==> src/design/otdg_pkg.sv <==
// Purpose: shared constants for the overtravel direction gate
// Assumes: 32-bit AHB-Lite register slave, one clock at 200 MHz
// Notes:   offsets are byte addresses
package otdg_pkg;
  localparam logic [7:0]  OTDG_CTRL_OFS   = 8'h00;
  localparam logic [7:0]  OTDG_STOP_OFS   = 8'h04;
  localparam logic [7:0]  OTDG_ESTQ_OFS   = 8'h08;
  localparam logic [7:0]  OTDG_STAT_OFS   = 8'h0C;
  localparam logic [7:0]  OTDG_IRQS_OFS   = 8'h10;
  localparam logic [7:0]  OTDG_IRQM_OFS   = 8'h14;
  localparam logic [7:0]  OTDG_APPLY_OFS  = 8'h18;
  // ctrl fields
  localparam int          OTDG_DIR_BIT    = 0;
  localparam int          OTDG_FSRC_LSB   = 4;
  localparam int          OTDG_RSRC_LSB   = 8;
  localparam logic [3:0]  OTDG_SRC_INPUT_F = 4'h1;
  localparam logic [3:0]  OTDG_SRC_INPUT_R = 4'h2;
  localparam logic [3:0]  OTDG_SRC_IGNORE  = 4'h8;
  localparam logic [7:0]  OTDG_STOP_RST   = 8'h00;
  localparam logic [9:0]  OTDG_ESTQ_RST   = 10'd800;
  localparam logic [9:0]  OTDG_ESTQ_MAX   = 10'd800;
  // stop method low digit and second digit
  localparam logic [3:0]  OTDG_STOP_DB    = 4'h0;
  localparam logic [3:0]  OTDG_STOP_DB1   = 4'h1;
  localparam logic [3:0]  OTDG_STOP_COAST = 4'h2;
  localparam logic [3:0]  OTDG_DEC_ZCLAMP = 4'h1;
  localparam logic [3:0]  OTDG_DEC_COAST  = 4'h2;
  // interrupt bits
  localparam int          OTDG_EV_FOT     = 0;
  localparam int          OTDG_EV_ROT     = 1;
  localparam int          OTDG_EV_STOP    = 2;
  localparam int          OTDG_NEV        = 3;
  // axis states
  typedef enum logic [2:0] {
    OTDG_RUN, OTDG_DBRAKE, OTDG_COAST, OTDG_DECEL, OTDG_ZCLAMP, OTDG_BBLOCK
  } otdg_state_t;
endpackage

==> src/design/otdg_sync.sv <==
// Purpose: three-stage input synchroniser, change taken once stages two and three agree
// Assumes: input is asynchronous to clk
// Notes:   first stage feeds only the second
`timescale 1ns/1ps
module otdg_sync #(
  parameter logic RST_VAL = 1'b0
) (
  input  wire logic clk,
  input  wire logic resetn,
  input  wire logic din,
  output logic      dout
);
  logic s1_r;
  logic s2_r;
  logic s3_r;
  logic dout_r;
  always_ff @(posedge clk) begin
    if (!resetn) begin
      s1_r   <= RST_VAL;
      s2_r   <= RST_VAL;
      s3_r   <= RST_VAL;
      dout_r <= RST_VAL;
    end else begin
      s1_r <= din;
      s2_r <= s1_r;
      s3_r <= s2_r;
      if (s2_r == s3_r) begin
        dout_r <= s3_r;
      end
    end
  end
  assign dout = dout_r;
endmodule

==> src/design/otdg_ahb.sv <==
// Purpose: AHB-Lite slave front end, zero wait states, always OKAY
// Assumes: single word transfers
// Notes:   write data presented one cycle after the address phase
`timescale 1ns/1ps
module otdg_ahb (
  input  wire logic        clk,
  input  wire logic        resetn,
  input  wire logic        hsel,
  input  wire logic [31:0] haddr,
  input  wire logic [1:0]  htrans,
  input  wire logic        hwrite,
  input  wire logic        hready,
  output logic             wr_en,
  output logic [7:0]       wr_addr,
  output logic             rd_en,
  output logic [7:0]       rd_addr
);
  logic       wpend_r;
  logic [7:0] waddr_r;
  wire        take = hsel && hready && htrans[1];
  always_ff @(posedge clk) begin
    if (!resetn) begin
      wpend_r <= 1'b0;
      waddr_r <= 8'h00;
    end else begin
      wpend_r <= take && hwrite;
      if (take) begin
        waddr_r <= haddr[7:0];
      end
    end
  end
  assign wr_en   = wpend_r;
  assign wr_addr = waddr_r;
  assign rd_en   = take && !hwrite;
  assign rd_addr = haddr[7:0];
endmodule

==> src/design/otdg_top.sv <==
// Purpose: overtravel direction gate between limit switches, host reference and motor loop
// Assumes: 200 MHz clk, synchronous active-low reset, AHB-Lite registers
// Notes:   limit inputs high means travel allowed
`timescale 1ns/1ps
module otdg_top
  import otdg_pkg::*;
#(
  parameter int REF_W = 16
) (
  input  wire logic                    clk,
  input  wire logic                    resetn,
  input  wire logic                    hsel,
  input  wire logic [31:0]             haddr,
  input  wire logic [1:0]              htrans,
  input  wire logic                    hwrite,
  input  wire logic [2:0]              hsize,
  input  wire logic                    hready,
  input  wire logic [31:0]             hwdata,
  output logic      [31:0]             hrdata,
  output logic                         hreadyout,
  output logic                         hresp,
  input  wire logic                    fwd_limit_in,
  input  wire logic                    rev_limit_in,
  input  wire logic signed [REF_W-1:0] ref_in,
  input  wire logic                    motor_stopped,
  input  wire logic                    enc_a_in,
  input  wire logic                    enc_b_in,
  output logic signed [REF_W-1:0]      ref_out,
  output logic                         dynamic_brake,
  output logic                         base_block,
  output logic                         zero_clamp,
  output logic                         decel_active,
  output logic      [9:0]              torque_limit,
  output logic                         fwd_overtravel,
  output logic                         rev_overtravel,
  output logic                         encoder_phase_a_out,
  output logic                         encoder_phase_b_out,
  output logic                         irq
);
  import otdg_pkg::*;

  otdg_state_t st_r;
  otdg_state_t st_nxt;
  logic [11:0] ctrl_r;
  logic [11:0] ctrl_act_r;
  logic [7:0]  stop_r;
  logic [7:0]  stop_act_r;
  logic [9:0]  estq_r;
  logic [OTDG_NEV-1:0] irqs_r;
  logic [OTDG_NEV-1:0] irqm_r;
  logic        fot_prev_r;
  logic        rot_prev_r;
  logic [31:0] hrdata_r;
  logic signed [REF_W-1:0] ref_r;
  logic        db_r;
  logic        bb_r;
  logic        zc_r;
  logic        dec_r;
  logic [9:0]  tq_r;
  logic        fot_r;
  logic        rot_r;
  logic        pa_r;
  logic        pb_r;
  logic        irq_r;
  logic        fwd_sync;
  logic        rev_sync;
  logic        wr_en;
  logic [7:0]  wr_addr;
  logic        rd_en;
  logic [7:0]  rd_addr;
  logic        enc_a_s;
  logic        enc_b_s;

  // limit synchronisers
  // limits reset to travel allowed, so no false overtravel edge follows reset
  otdg_sync #(.RST_VAL(1'b1)) u_fsync (
    .clk    (clk),
    .resetn (resetn),
    .din    (fwd_limit_in),
    .dout   (fwd_sync)
  );
  otdg_sync #(.RST_VAL(1'b1)) u_rsync (
    .clk    (clk),
    .resetn (resetn),
    .din    (rev_limit_in),
    .dout   (rev_sync)
  );
  // encoder phases, same filter as the limits
  otdg_sync #(.RST_VAL(1'b0)) u_async (
    .clk    (clk),
    .resetn (resetn),
    .din    (enc_a_in),
    .dout   (enc_a_s)
  );
  otdg_sync #(.RST_VAL(1'b0)) u_bsync (
    .clk    (clk),
    .resetn (resetn),
    .din    (enc_b_in),
    .dout   (enc_b_s)
  );

  otdg_ahb u_ahb (
    .clk     (clk),
    .resetn  (resetn),
    .hsel    (hsel),
    .haddr   (haddr),
    .htrans  (htrans),
    .hwrite  (hwrite),
    .hready  (hready),
    .wr_en   (wr_en),
    .wr_addr (wr_addr),
    .rd_en   (rd_en),
    .rd_addr (rd_addr)
  );

  // active settings, latched only by the apply (restart) register
  wire       dir_cw  = ctrl_act_r[OTDG_DIR_BIT];
  wire [3:0] fsrc    = ctrl_act_r[OTDG_FSRC_LSB +: 4];
  wire [3:0] rsrc    = ctrl_act_r[OTDG_RSRC_LSB +: 4];
  wire [3:0] sm_lo   = stop_act_r[3:0];
  wire [3:0] sm_hi   = stop_act_r[7:4];

  wire fwd_ok  = (fsrc == OTDG_SRC_IGNORE) ? 1'b1 : fwd_sync;
  wire rev_ok  = (rsrc == OTDG_SRC_IGNORE) ? 1'b1 : rev_sync;
  wire fot     = !fwd_ok;
  wire rot     = !rev_ok;
  wire ref_fwd = (ref_in > 0);
  wire ref_rev = (ref_in < 0);
  // motion away from the limit passes
  wire blocked = (fot && ref_fwd) || (rot && ref_rev);
  wire ev_fot  = fot && !fot_prev_r;
  wire ev_rot  = rot && !rot_prev_r;
  wire trip    = ev_fot || ev_rot;
  wire use_dec = (sm_hi == OTDG_DEC_ZCLAMP) || (sm_hi == OTDG_DEC_COAST);
  wire use_db  = (sm_lo == OTDG_STOP_DB) || (sm_lo == OTDG_STOP_DB1);

  always_comb begin
    st_nxt = st_r;
    unique case (st_r)
      OTDG_RUN: begin
        if (blocked && (trip || !motor_stopped)) begin
          if (use_dec) begin
            st_nxt = OTDG_DECEL;
          end else if (use_db) begin
            st_nxt = OTDG_DBRAKE;
          end else begin
            st_nxt = OTDG_COAST;
          end
        end
      end
      OTDG_DBRAKE, OTDG_COAST: begin
        if (motor_stopped) begin
          st_nxt = OTDG_BBLOCK;
        end
      end
      OTDG_DECEL: begin
        if (motor_stopped) begin
          st_nxt = (sm_hi == OTDG_DEC_ZCLAMP) ? OTDG_ZCLAMP : OTDG_BBLOCK;
        end
      end
      OTDG_ZCLAMP, OTDG_BBLOCK: begin
        if (!blocked) begin
          st_nxt = OTDG_RUN;
        end
      end
    endcase
  end

  wire run_now = (st_nxt == OTDG_RUN);
  // reference toward an active limit is held at zero
  wire pass_ref = run_now && !blocked;
  // direction select only flips polarity toward the motor
  wire signed [REF_W-1:0] ref_dir = dir_cw ? -ref_in : ref_in;
  wire at_hold = (st_nxt == OTDG_BBLOCK) || (st_nxt == OTDG_ZCLAMP);
  wire ev_stop = (st_r != OTDG_RUN) && (st_r != st_nxt) && at_hold;
  wire [OTDG_NEV-1:0] ev = {ev_stop, ev_rot, ev_fot};
  // write-one-clear of the status bits
  wire [OTDG_NEV-1:0] w1c = (wr_en && wr_addr == OTDG_IRQS_OFS) ?
                            hwdata[OTDG_NEV-1:0] : '0;
  wire [OTDG_NEV-1:0] irqs_nxt = (irqs_r & ~w1c) | ev;
  // writes above the maximum clamp to it
  wire [9:0] estq_w = (hwdata[9:0] > OTDG_ESTQ_MAX) ? OTDG_ESTQ_MAX : hwdata[9:0];

  // read mux, unmapped offsets read zero
  wire [31:0] rd_mux =
      (rd_addr == OTDG_CTRL_OFS)  ? {20'h0, ctrl_r} :
      (rd_addr == OTDG_STOP_OFS)  ? {24'h0, stop_r} :
      (rd_addr == OTDG_ESTQ_OFS)  ? {22'h0, estq_r} :
      (rd_addr == OTDG_STAT_OFS)  ? {25'h0, st_r, rev_sync, fwd_sync, rot, fot} :
      (rd_addr == OTDG_IRQS_OFS)  ? {29'h0, irqs_r} :
      (rd_addr == OTDG_IRQM_OFS)  ? {29'h0, irqm_r} : 32'h00000000;

  always_ff @(posedge clk) begin
    if (!resetn) begin
      st_r       <= OTDG_RUN;
      ctrl_r     <= {OTDG_SRC_INPUT_R, OTDG_SRC_INPUT_F, 4'h0};
      ctrl_act_r <= {OTDG_SRC_INPUT_R, OTDG_SRC_INPUT_F, 4'h0};
      stop_r     <= OTDG_STOP_RST;
      stop_act_r <= OTDG_STOP_RST;
      estq_r     <= OTDG_ESTQ_RST;
      irqs_r     <= '0;
      irqm_r     <= '0;
      fot_prev_r <= 1'b0;
      rot_prev_r <= 1'b0;
    end else begin
      st_r       <= st_nxt;
      fot_prev_r <= fot;
      rot_prev_r <= rot;
      // set wins over write-one-clear
      irqs_r     <= irqs_nxt;
      if (wr_en && wr_addr == OTDG_CTRL_OFS) begin
        ctrl_r <= hwdata[11:0];
      end
      if (wr_en && wr_addr == OTDG_STOP_OFS) begin
        stop_r <= hwdata[7:0];
      end
      if (wr_en && wr_addr == OTDG_ESTQ_OFS) begin
        estq_r <= estq_w;
      end
      if (wr_en && wr_addr == OTDG_IRQM_OFS) begin
        irqm_r <= hwdata[OTDG_NEV-1:0];
      end
      if (wr_en && wr_addr == OTDG_APPLY_OFS && hwdata[0]) begin
        ctrl_act_r <= ctrl_r;
        stop_act_r <= stop_r;
      end
    end
  end

  always_ff @(posedge clk) begin
    if (!resetn) begin
      hrdata_r <= 32'h00000000;
      ref_r    <= '0;
      db_r     <= 1'b0;
      bb_r     <= 1'b0;
      zc_r     <= 1'b0;
      dec_r    <= 1'b0;
      tq_r     <= OTDG_ESTQ_RST;
      fot_r    <= 1'b0;
      rot_r    <= 1'b0;
      pa_r     <= 1'b0;
      pb_r     <= 1'b0;
      irq_r    <= 1'b0;
    end else begin
      if (rd_en) begin
        hrdata_r <= rd_mux;
      end
      ref_r <= pass_ref ? ref_dir : '0;
      db_r  <= (st_nxt == OTDG_DBRAKE);
      bb_r  <= (st_nxt == OTDG_BBLOCK) || (st_nxt == OTDG_COAST);
      zc_r  <= (st_nxt == OTDG_ZCLAMP);
      dec_r <= (st_nxt == OTDG_DECEL);
      tq_r  <= estq_r;
      fot_r <= fot;
      rot_r <= rot;
      pa_r  <= enc_a_s;
      pb_r  <= enc_b_s;
      irq_r <= |(irqs_nxt & irqm_r);
    end
  end

  assign hrdata              = hrdata_r;
  assign hreadyout           = 1'b1;
  assign hresp               = 1'b0;
  assign ref_out             = ref_r;
  assign dynamic_brake       = db_r;
  assign base_block          = bb_r;
  assign zero_clamp          = zc_r;
  assign decel_active        = dec_r;
  assign torque_limit        = tq_r;
  assign fwd_overtravel      = fot_r;
  assign rev_overtravel      = rot_r;
  assign encoder_phase_a_out = pa_r;
  assign encoder_phase_b_out = pb_r;
  assign irq                 = irq_r;
endmodule

==> config.mk <==
export PLATFORM = sky130hd
export DESIGN_NAME = otdg_top
export DESIGN_NICKNAME = d
export VERILOG_FILES = /design/src/design/otdg_pkg.sv /design/src/design/otdg_sync.sv /design/src/design/otdg_ahb.sv /design/src/design/otdg_top.sv
export SDC_FILE = /design/constraint.sdc
export NUM_CORES = 1
export LEC_CHECK = 0
export ABC_AREA = 1
export BUFFER_PORTS_ARGS = -buffer_cell sky130_fd_sc_hd__buf_2
export CORE_AREA = 2 2 126 128
export CTS_BUF_LIST = sky130_fd_sc_hd__clkbuf_16
export DETAILED_ROUTE_END_ITERATION = 8
export DIE_AREA = 0 0 128 130
export PLACE_DENSITY = 0.63
export SLEW_MARGIN = 30
export SYNTH_ARGS = -nofsm -noshare
export SYNTH_HDL_FRONTEND = slang
export SYNTH_SLANG_ARGS = --single-unit
export TNS_END_PERCENT = 1
==> constraint.sdc <==
create_clock -name clk -period 2.6 [get_ports clk]
set_input_delay 0.65 -clock clk [delete_from_list [all_inputs] [get_ports clk]]
set_output_delay 0.65 -clock clk [all_outputs]
set_load 0.02 [all_outputs]
==> impl_metrics.csv, run 1 <==
group,metric,value,unit
setup_path,rr_startpoint,"u_ahb.wr_addr[7]$_SDFFE_PN0P_",
clock_tree,clockBufferDepth,2,
layout,antenna_cells,0,
setup_path,cp_slowest_stage_delay,0.22,ns
setup_path,crit_path_start,"ref_in[0]",
floorplanning,initial_core_util,0.349,
layout,stdcell_area,0.00654,sq mm
clock_tree,cts.clk_slew.worst_paths,0.06,ns
timing,grt_setup_unrepaired,"false",
timing,hold_viol_final,0,
yosys,netlist.area_leader.share,0.472,
yosys,yosys_warnings,0,
global_route,grt_max_degree,80,
setup_path,timing.critical_path.mode_cell,"nand2_2",
layout,syn_to_final_growth,21.4,%
yosys,synth-main-ff-cell,"dfxtp_1",
setup_path,crit_family,"simple AND/OR/NAND/NOR gates",
yosys,ys_top_cells_by_count,"dfxtp_1, nand2_1, inv_1",
setup_path,worstSetupPathType,"in2reg",
route,drt-wirelength-per-cell,12.8,microns
global_route,grt_pass1_vias,4201,
hold_path,min_from,"enc_a_in",
floorplanning,core,0.0154,sq mm
layout,layout.nets,869,
flow_run,maxCapViolations,0,
route,vias,4574,
timing,final.setup.tns,0,ns
clock_tree,clock-sinks,127,
setup_path,crit_path_max_fanout,16,
clock_tree,cts_hold_buf,0,
timing,fin_crit_sh,0.725,
setup_path,endpoint_kind,"flip-flop",
route,drtPass1Iterations,5,
timing,drv_slew,0,
run_status,status,"finished, final reports clean",
clock_tree,post_cts_resized,0,
setup_path,critPathBufInv,2,
route,routed_wirelength,12500,microns
setup_path,crit_path_start_kind,"input pin",
placed_design,place_area,0.00594,sq mm
layout,drive_above_1_share,0.226,
timing,worst_pin_slew,0.571,ns
route,avgViaCountPerCell,4.68,
setup_path,cpMaxStageDelayCell,"nand2_4",
timing,clock_skew,0.0110,ns
clock_tree,cts_tree,"built",
power_and_ir_drop,power.density,812,mW/mm^2
yosys,synth_area,0.00538,sq mm
timing,clock.fmax,0.530,GHz
clock_tree,ctsRootBufferMaster,"clkbuf_16",
placed_design,routabilityCongestion,0.807,
timing,setup_viol,0,
yosys,synth.most_common_cell,"dfxtp_1",
route,drt_iter0_drc,259,
route,drc,0,
clock_tree,cts_setup_buffers,0,
global_route,grt_pass1_wl,20100,microns
route,final_antenna_net_count,0,
power_and_ir_drop,power.leakage,2.97,nW
floorplanning,die_w,128,microns
yosys,synth_seq_cells,127,
clock_tree,clkLatencyLatePin,0.42,ns
clock_tree,h-tree-depth,4,
placed_design,post-place-ws,0.274,ns
layout,finalNonFillerCells,978,
yosys,synth_cell_types,40,
yosys,synth_area_leaders,"dfxtp_1, nand2_1, inv_1, a21oi_1, o21ai_0",
floorplanning,ios,164,
yosys,avgSynthCellArea,7.90,sq um
timing,worst_slack,0.714,ns
global_route,track_usage,0.156,
global_route,grt-ovfl-total,0,
floorplanning,dieArea,0.0166,sq mm
power_and_ir_drop,ir_drop,0.504,mV
floorplanning,die_h,130,microns
timing,slew_headroom,0.619,
yosys,synth-edff-count,0,
yosys,synth_top_cell_by_area,"dfxtp_1",
yosys,seq_area_frac_synth,0.472,
global_route,grt_antenna_before_repair,0,
placed_design,port_buffers,93,
placed_design,dp_hpwl,8970,microns
timing,finalCriticalPeriod,1.89,ns
setup_path,critPathRequiredTime,2.90,ns
clock_tree,cts_buffers,17,
setup_path,worstPathArrival,2.18,ns
floorplanning,num_rows,46,
timing,whs,0.407,ns
yosys,synthCells,681,
setup_path,path_cells,"buf_2 > inv_1 > ha_1 > nand2_2 > nor2_4 > nand2_2 > nand2_2 > nand2_4 > nand3_1 > nand2_1 > nor2_2 > nor2_4 > nand2_4 > nor3_1",
yosys,ys_async_sr_fraction,0,
placed_design,dp_cells,946,
hold_path,min_path_type,"in2reg",
==> worst paths after layout <==
path | slack [ns] | to | cells past startpoint
max | 0.71 | ref_out[5]$_SDFF_PN0_ | 14
max reg2reg | 0.79 | ctrl_act_r[0]$_SDFFE_PN0P_ | 8
min reg2reg | 0.41 | u_bsync.s2_r$_SDFF_PN0_ | 2
min | 0.41 | u_async.s1_r$_SDFF_PN0_ | 3
==> state kept, by name, indices dropped and copies added (netlist names), 7 cells and up <==
name           flops
ctrl_act_r         9
ctrl_r            12
estq_r            10
hrdata            12
ref_out           16
stop_act_r         7
stop_r             8
torque_limit      10
u_ahb.wr_addr      8
==> per-stage QoR <==
step | util | total power [mW]
2_1_floorplan | - | 2.76
3_5_place_dp | 0.385 | 2.96
5_1_grt | 0.424 | 5.52
3_3_place_gp | 0.385 | 2.95
6_report | 0.424 | 5.30
4_1_cts | 0.424 | 5.37
==> power breakdown <==
part	leakage, nW	switching [mW]	total (mW)	internal, mW
combinational	1.66	0.532	0.766	0.234
clock	0.280	0.958	2.40	1.44
sequential	1.03	0.0479	2.14	2.09
total	2.97	1.54	5.30	3.77
==> logic make-up (layout without fill, tap and decap cells) <==
group | after synthesis | after routing | synth area share
xor+xnor | 14 | 14 | 0.0228
simple gates | 246 | 246 | 0.227
other cells | 2 | 22 | 0.00140
compound gates | 156 | 156 | 0.160
buf+inv | 135 | 220 | 0.114
flops | 127 | 127 | 0.472
fa+ha+maj | 1 | 1 | 0.00232
==> area by class of cell <==
type	instances	area (sq um)
clock buffers	17	425
clock inverters	15	171
fillers	1605	8890
inverters	90	338
multi-input cells	439	2300
flip-flops and latches	127	2540
well taps	192	240
repair buffers	98	515
==> placed cells by master, fill, tap and decap left out, types with 3 or more instances in the layout <==
cell        instances
nand2_4             4
nand2_2             5
nor3_1             16
clkinvlp_4          4
a211oi_1            9
buf_4               4
xor2_1              6
a21oi_1            64
nor3_2             12
or2_2               7
o21ai_1             6
inv_2               4
inv_1              86
o22ai_1             4
nor2_4              4
buf_2              93
nand3_1            23
o211ai_1            9
nand3b_1            3
nand2_1            87
o2111ai_1           3
nor2_2              9
inv_6               7
conb_1             22
clkbuf_16          17
nor2_1             65
xnor2_1             8
o21ai_0            53
a31oi_1             3
nand4_1             5
dfxtp_1           127
==> worst min-delay path: stages <==
cell     delay, ns
buf_2         0.08
nand2_1       0.04
inv_1         0.04
==> per-layer routing <==
layer | track usage | up-vias | part of all wire | wire [microns]
met5 | 0 | - | 0 | 0
met4 | 0.0595 | 0 | 0.018 | 230
met3 | 0.0439 | 21 | 0.062 | 774
met2 | 0.250 | 130 | 0.45 | 5700
met1 | 0.200 | 2060 | 0.47 | 5840
li1 | - | 2363 | - | -
(Power assumes the default switching activity.)
==> run 2, diff against run 1 <==
Settings changed: PLACE_DENSITY 0.63 to 0.66.
Clock period 2.6 ns to 1.71 ns, I/O delays scaled along.
==> impl_metrics.csv, run 2 (synthesized netlist as in run 1, its figures left out) <==
group,metric,value,unit
run_status,status,"finished, final reports clean",
layout,layout_commonest_cell,"dfxtp_1",
clock_tree,clockBufferDepth,2,
layout,syn_to_final_growth,30.2,%
power_and_ir_drop,ir_drop,0.944,mV
setup_path,cp_slowest_stage_delay,0.31,ns
timing,grt_setup_unrepaired,"true",
clock_tree,cts_tree,"built",
power_and_ir_drop,power.leakage,3.26,nW
power_and_ir_drop,power.density,1170,mW/mm^2
setup_path,critPathRequiredTime,2.05,ns
timing,fin_crit_sh,0.980,
setup_path,worstSetupPathType,"reg2reg",
route,avgViaCountPerCell,4.68,
timing,whs,0.187,ns
clock_tree,clock-sinks,127,
route,drtPass1Iterations,5,
floorplanning,dieArea,0.0166,sq mm
global_route,grt_pass1_wl,21200,microns
hold_path,min_path_type,"in2reg",
placed_design,port_buffers,93,
route,vias,4821,
global_route,top_usage_layer,"met2",
route,drt-wirelength-per-cell,13.1,microns
global_route,grt_antenna_before_repair,0,
setup_path,reg2reg_slack,0.03,ns
route,final_antenna_net_count,0,
floorplanning,die_h,130,microns
timing,finalCriticalPeriod,1.68,ns
route,drt_iter0_drc,228,
setup_path,crit_path_start_kind,"flip-flop",
floorplanning,num_rows,46,
global_route,use_met1,0.206,
setup_path,worstReg2RegEnd,"ref_out[13]$_SDFF_PN0_",
layout,drive_above_1_share,0.284,
timing,final.setup.tns,0,ns
layout,layout.nets,923,
setup_path,ff2ff_path_depth,11,
setup_path,crit_path_start,"ctrl_act_r[9]$_SDFFE_PN1P_",
clock_tree,cts.clk_slew.worst_paths,0.06,ns
route,drc,0,
timing,worst_slack,0.0337,ns
layout,final_cell_mix,"dfxtp_1, buf_2, nand2_1",
clock_tree,h-tree-depth,4,
timing,clock.fmax,0.597,GHz
timing,setup_viol,0,
global_route,grtUsageMet3,0.0480,
setup_path,crit_path_max_fanout,16,
setup_path,path_cells,"nor2_1 > nand3_2 > nand2_1 > inv_1 > nand2_1 > nand2_4 > a21oi_2 > nor2_2 > nor2_4 > nand2_8 > nor3_2",
timing,drv_slew,0,
placed_design,dp_hpwl,9610,microns
global_route,grt-ovfl-total,0,
setup_path,rr_startpoint,"ctrl_act_r[9]$_SDFFE_PN1P_",
layout,largest_register_ffs,16,
clock_tree,ctsRootBufferMaster,"clkbuf_16",
global_route,grt_use_met2,0.265,
floorplanning,initial_core_util,0.349,
route,routed_wirelength,13500,microns
floorplanning,ios,164,
global_route,grt_pass1_vias,4365,
setup_path,cpMaxStageDelayCell,"dfxtp_1",
global_route,track_usage,0.164,
timing,hold_viol_final,0,
power_and_ir_drop,power.total,8.19,mW
placed_design,routabilityCongestion,0.831,
floorplanning,core,0.0154,sq mm
timing,clock_skew,0.0139,ns
hold_path,hold_path_depth,3,
flow_run,maxCapViolations,0,
clock_tree,clkLatencyLatePin,0.42,ns
global_route,grt_max_degree,63,
layout,antenna_cells,0,
setup_path,critPathCapture,"ref_out[13]$_SDFF_PN0_",
floorplanning,die_w,128,microns
setup_path,timing.critical_path.mode_cell,"nand2_1",
setup_path,endpoint_kind,"flip-flop",
clock_tree,cts_buffers,17,
placed_design,post-place-ws,-0.236,ns
setup_path,worstPathArrival,2.02,ns
-- run 2: cell types whose count changed in the layout (fill, tap and decap cells not counted), moves of 2 or more --
cell	change
buf_4	+52
clkinv_1	+2
clkinv_4	+2
inv_1	-2
inv_2	+2
inv_6	-5
nand3_1	-2
nand3_2	+2
nor3_1	-3
nor3_2	+2
-- run 2: per-layer routing --
layer	up-vias	wire length (microns)
met5	-	0
met4	0	250
met3	26	863
met2	163	6300
met1	2160	6120
li1	2472	-
-- run 2: worst max-delay path, delay by kind of cell (launching register included) --
family | cells | cell delay, ns
AO/OA/AOI/OAI | 1 | 0.14
buffers and inverters | 1 | 0.07
flip-flops | 1 | 0.31
AND/OR/NAND/NOR | 9 | 1.06
-- run 2: worst min path at each step --
stage / start / end / slack (ns)
2_1_floorplan: u_async.s1_r$_SDFF_PN0_ / u_async.s2_r$_SDFF_PN0_ / 0.39
3_3_place_gp: u_rsync.s1_r$_SDFF_PN1_ / u_rsync.s2_r$_SDFF_PN1_ / 0.40
3_5_place_dp: u_fsync.s1_r$_SDFF_PN1_ / u_fsync.s2_r$_SDFF_PN1_ / 0.40
4_1_cts: enc_b_in / u_bsync.s1_r$_SDFF_PN0_ / 0.17
5_1_grt: enc_b_in / u_bsync.s1_r$_SDFF_PN0_ / 0.19
6_report: enc_b_in / u_bsync.s1_r$_SDFF_PN0_ / 0.19
-- run 2: metrics by stage --
stage / util / cells / cell area (sq um)
2_1_floorplan: - / 701 / 5480
3_3_place_gp: 0.410 / 996 / 6330
3_5_place_dp: 0.410 / 996 / 6330
4_1_cts: 0.450 / 1027 / 6940
5_1_grt: 0.454 / 1031 / 7010
6_report: 0.454 / 1031 / 7010
-- run 2: report_power, final --
part,leakage (nW),internal (mW),total [mW],switching [mW]
Sequential,1.03,3.18,3.25,0.0642
Combinational,1.94,0.450,1.33,0.878
Clock,0.282,2.28,3.62,1.34
Total,3.26,5.91,8.19,2.28
-- run 2: layout make-up --
cell class / instances / area (sq um)
clock inverters: 14 / 168
well taps: 192 / 240
repair buffers: 151 / 911
multi-input cells: 440 / 2380
fillers: 1523 / 8420
flip-flops and latches: 127 / 2540
clock buffers: 17 / 425
inverters: 90 / 340
-- run 2: what timing repair did --
| item | in CTS | in global routing |
|---|---|---|
| hold buffers | 0 | 0 |
| pin swaps | 2 | 3 |
| setup endpoints to repair | 17 | 37 |
| cloned | 0 | 2 |
| gates resized for setup | 2 | 11 |
| buffers inserted | 0 | 2 |
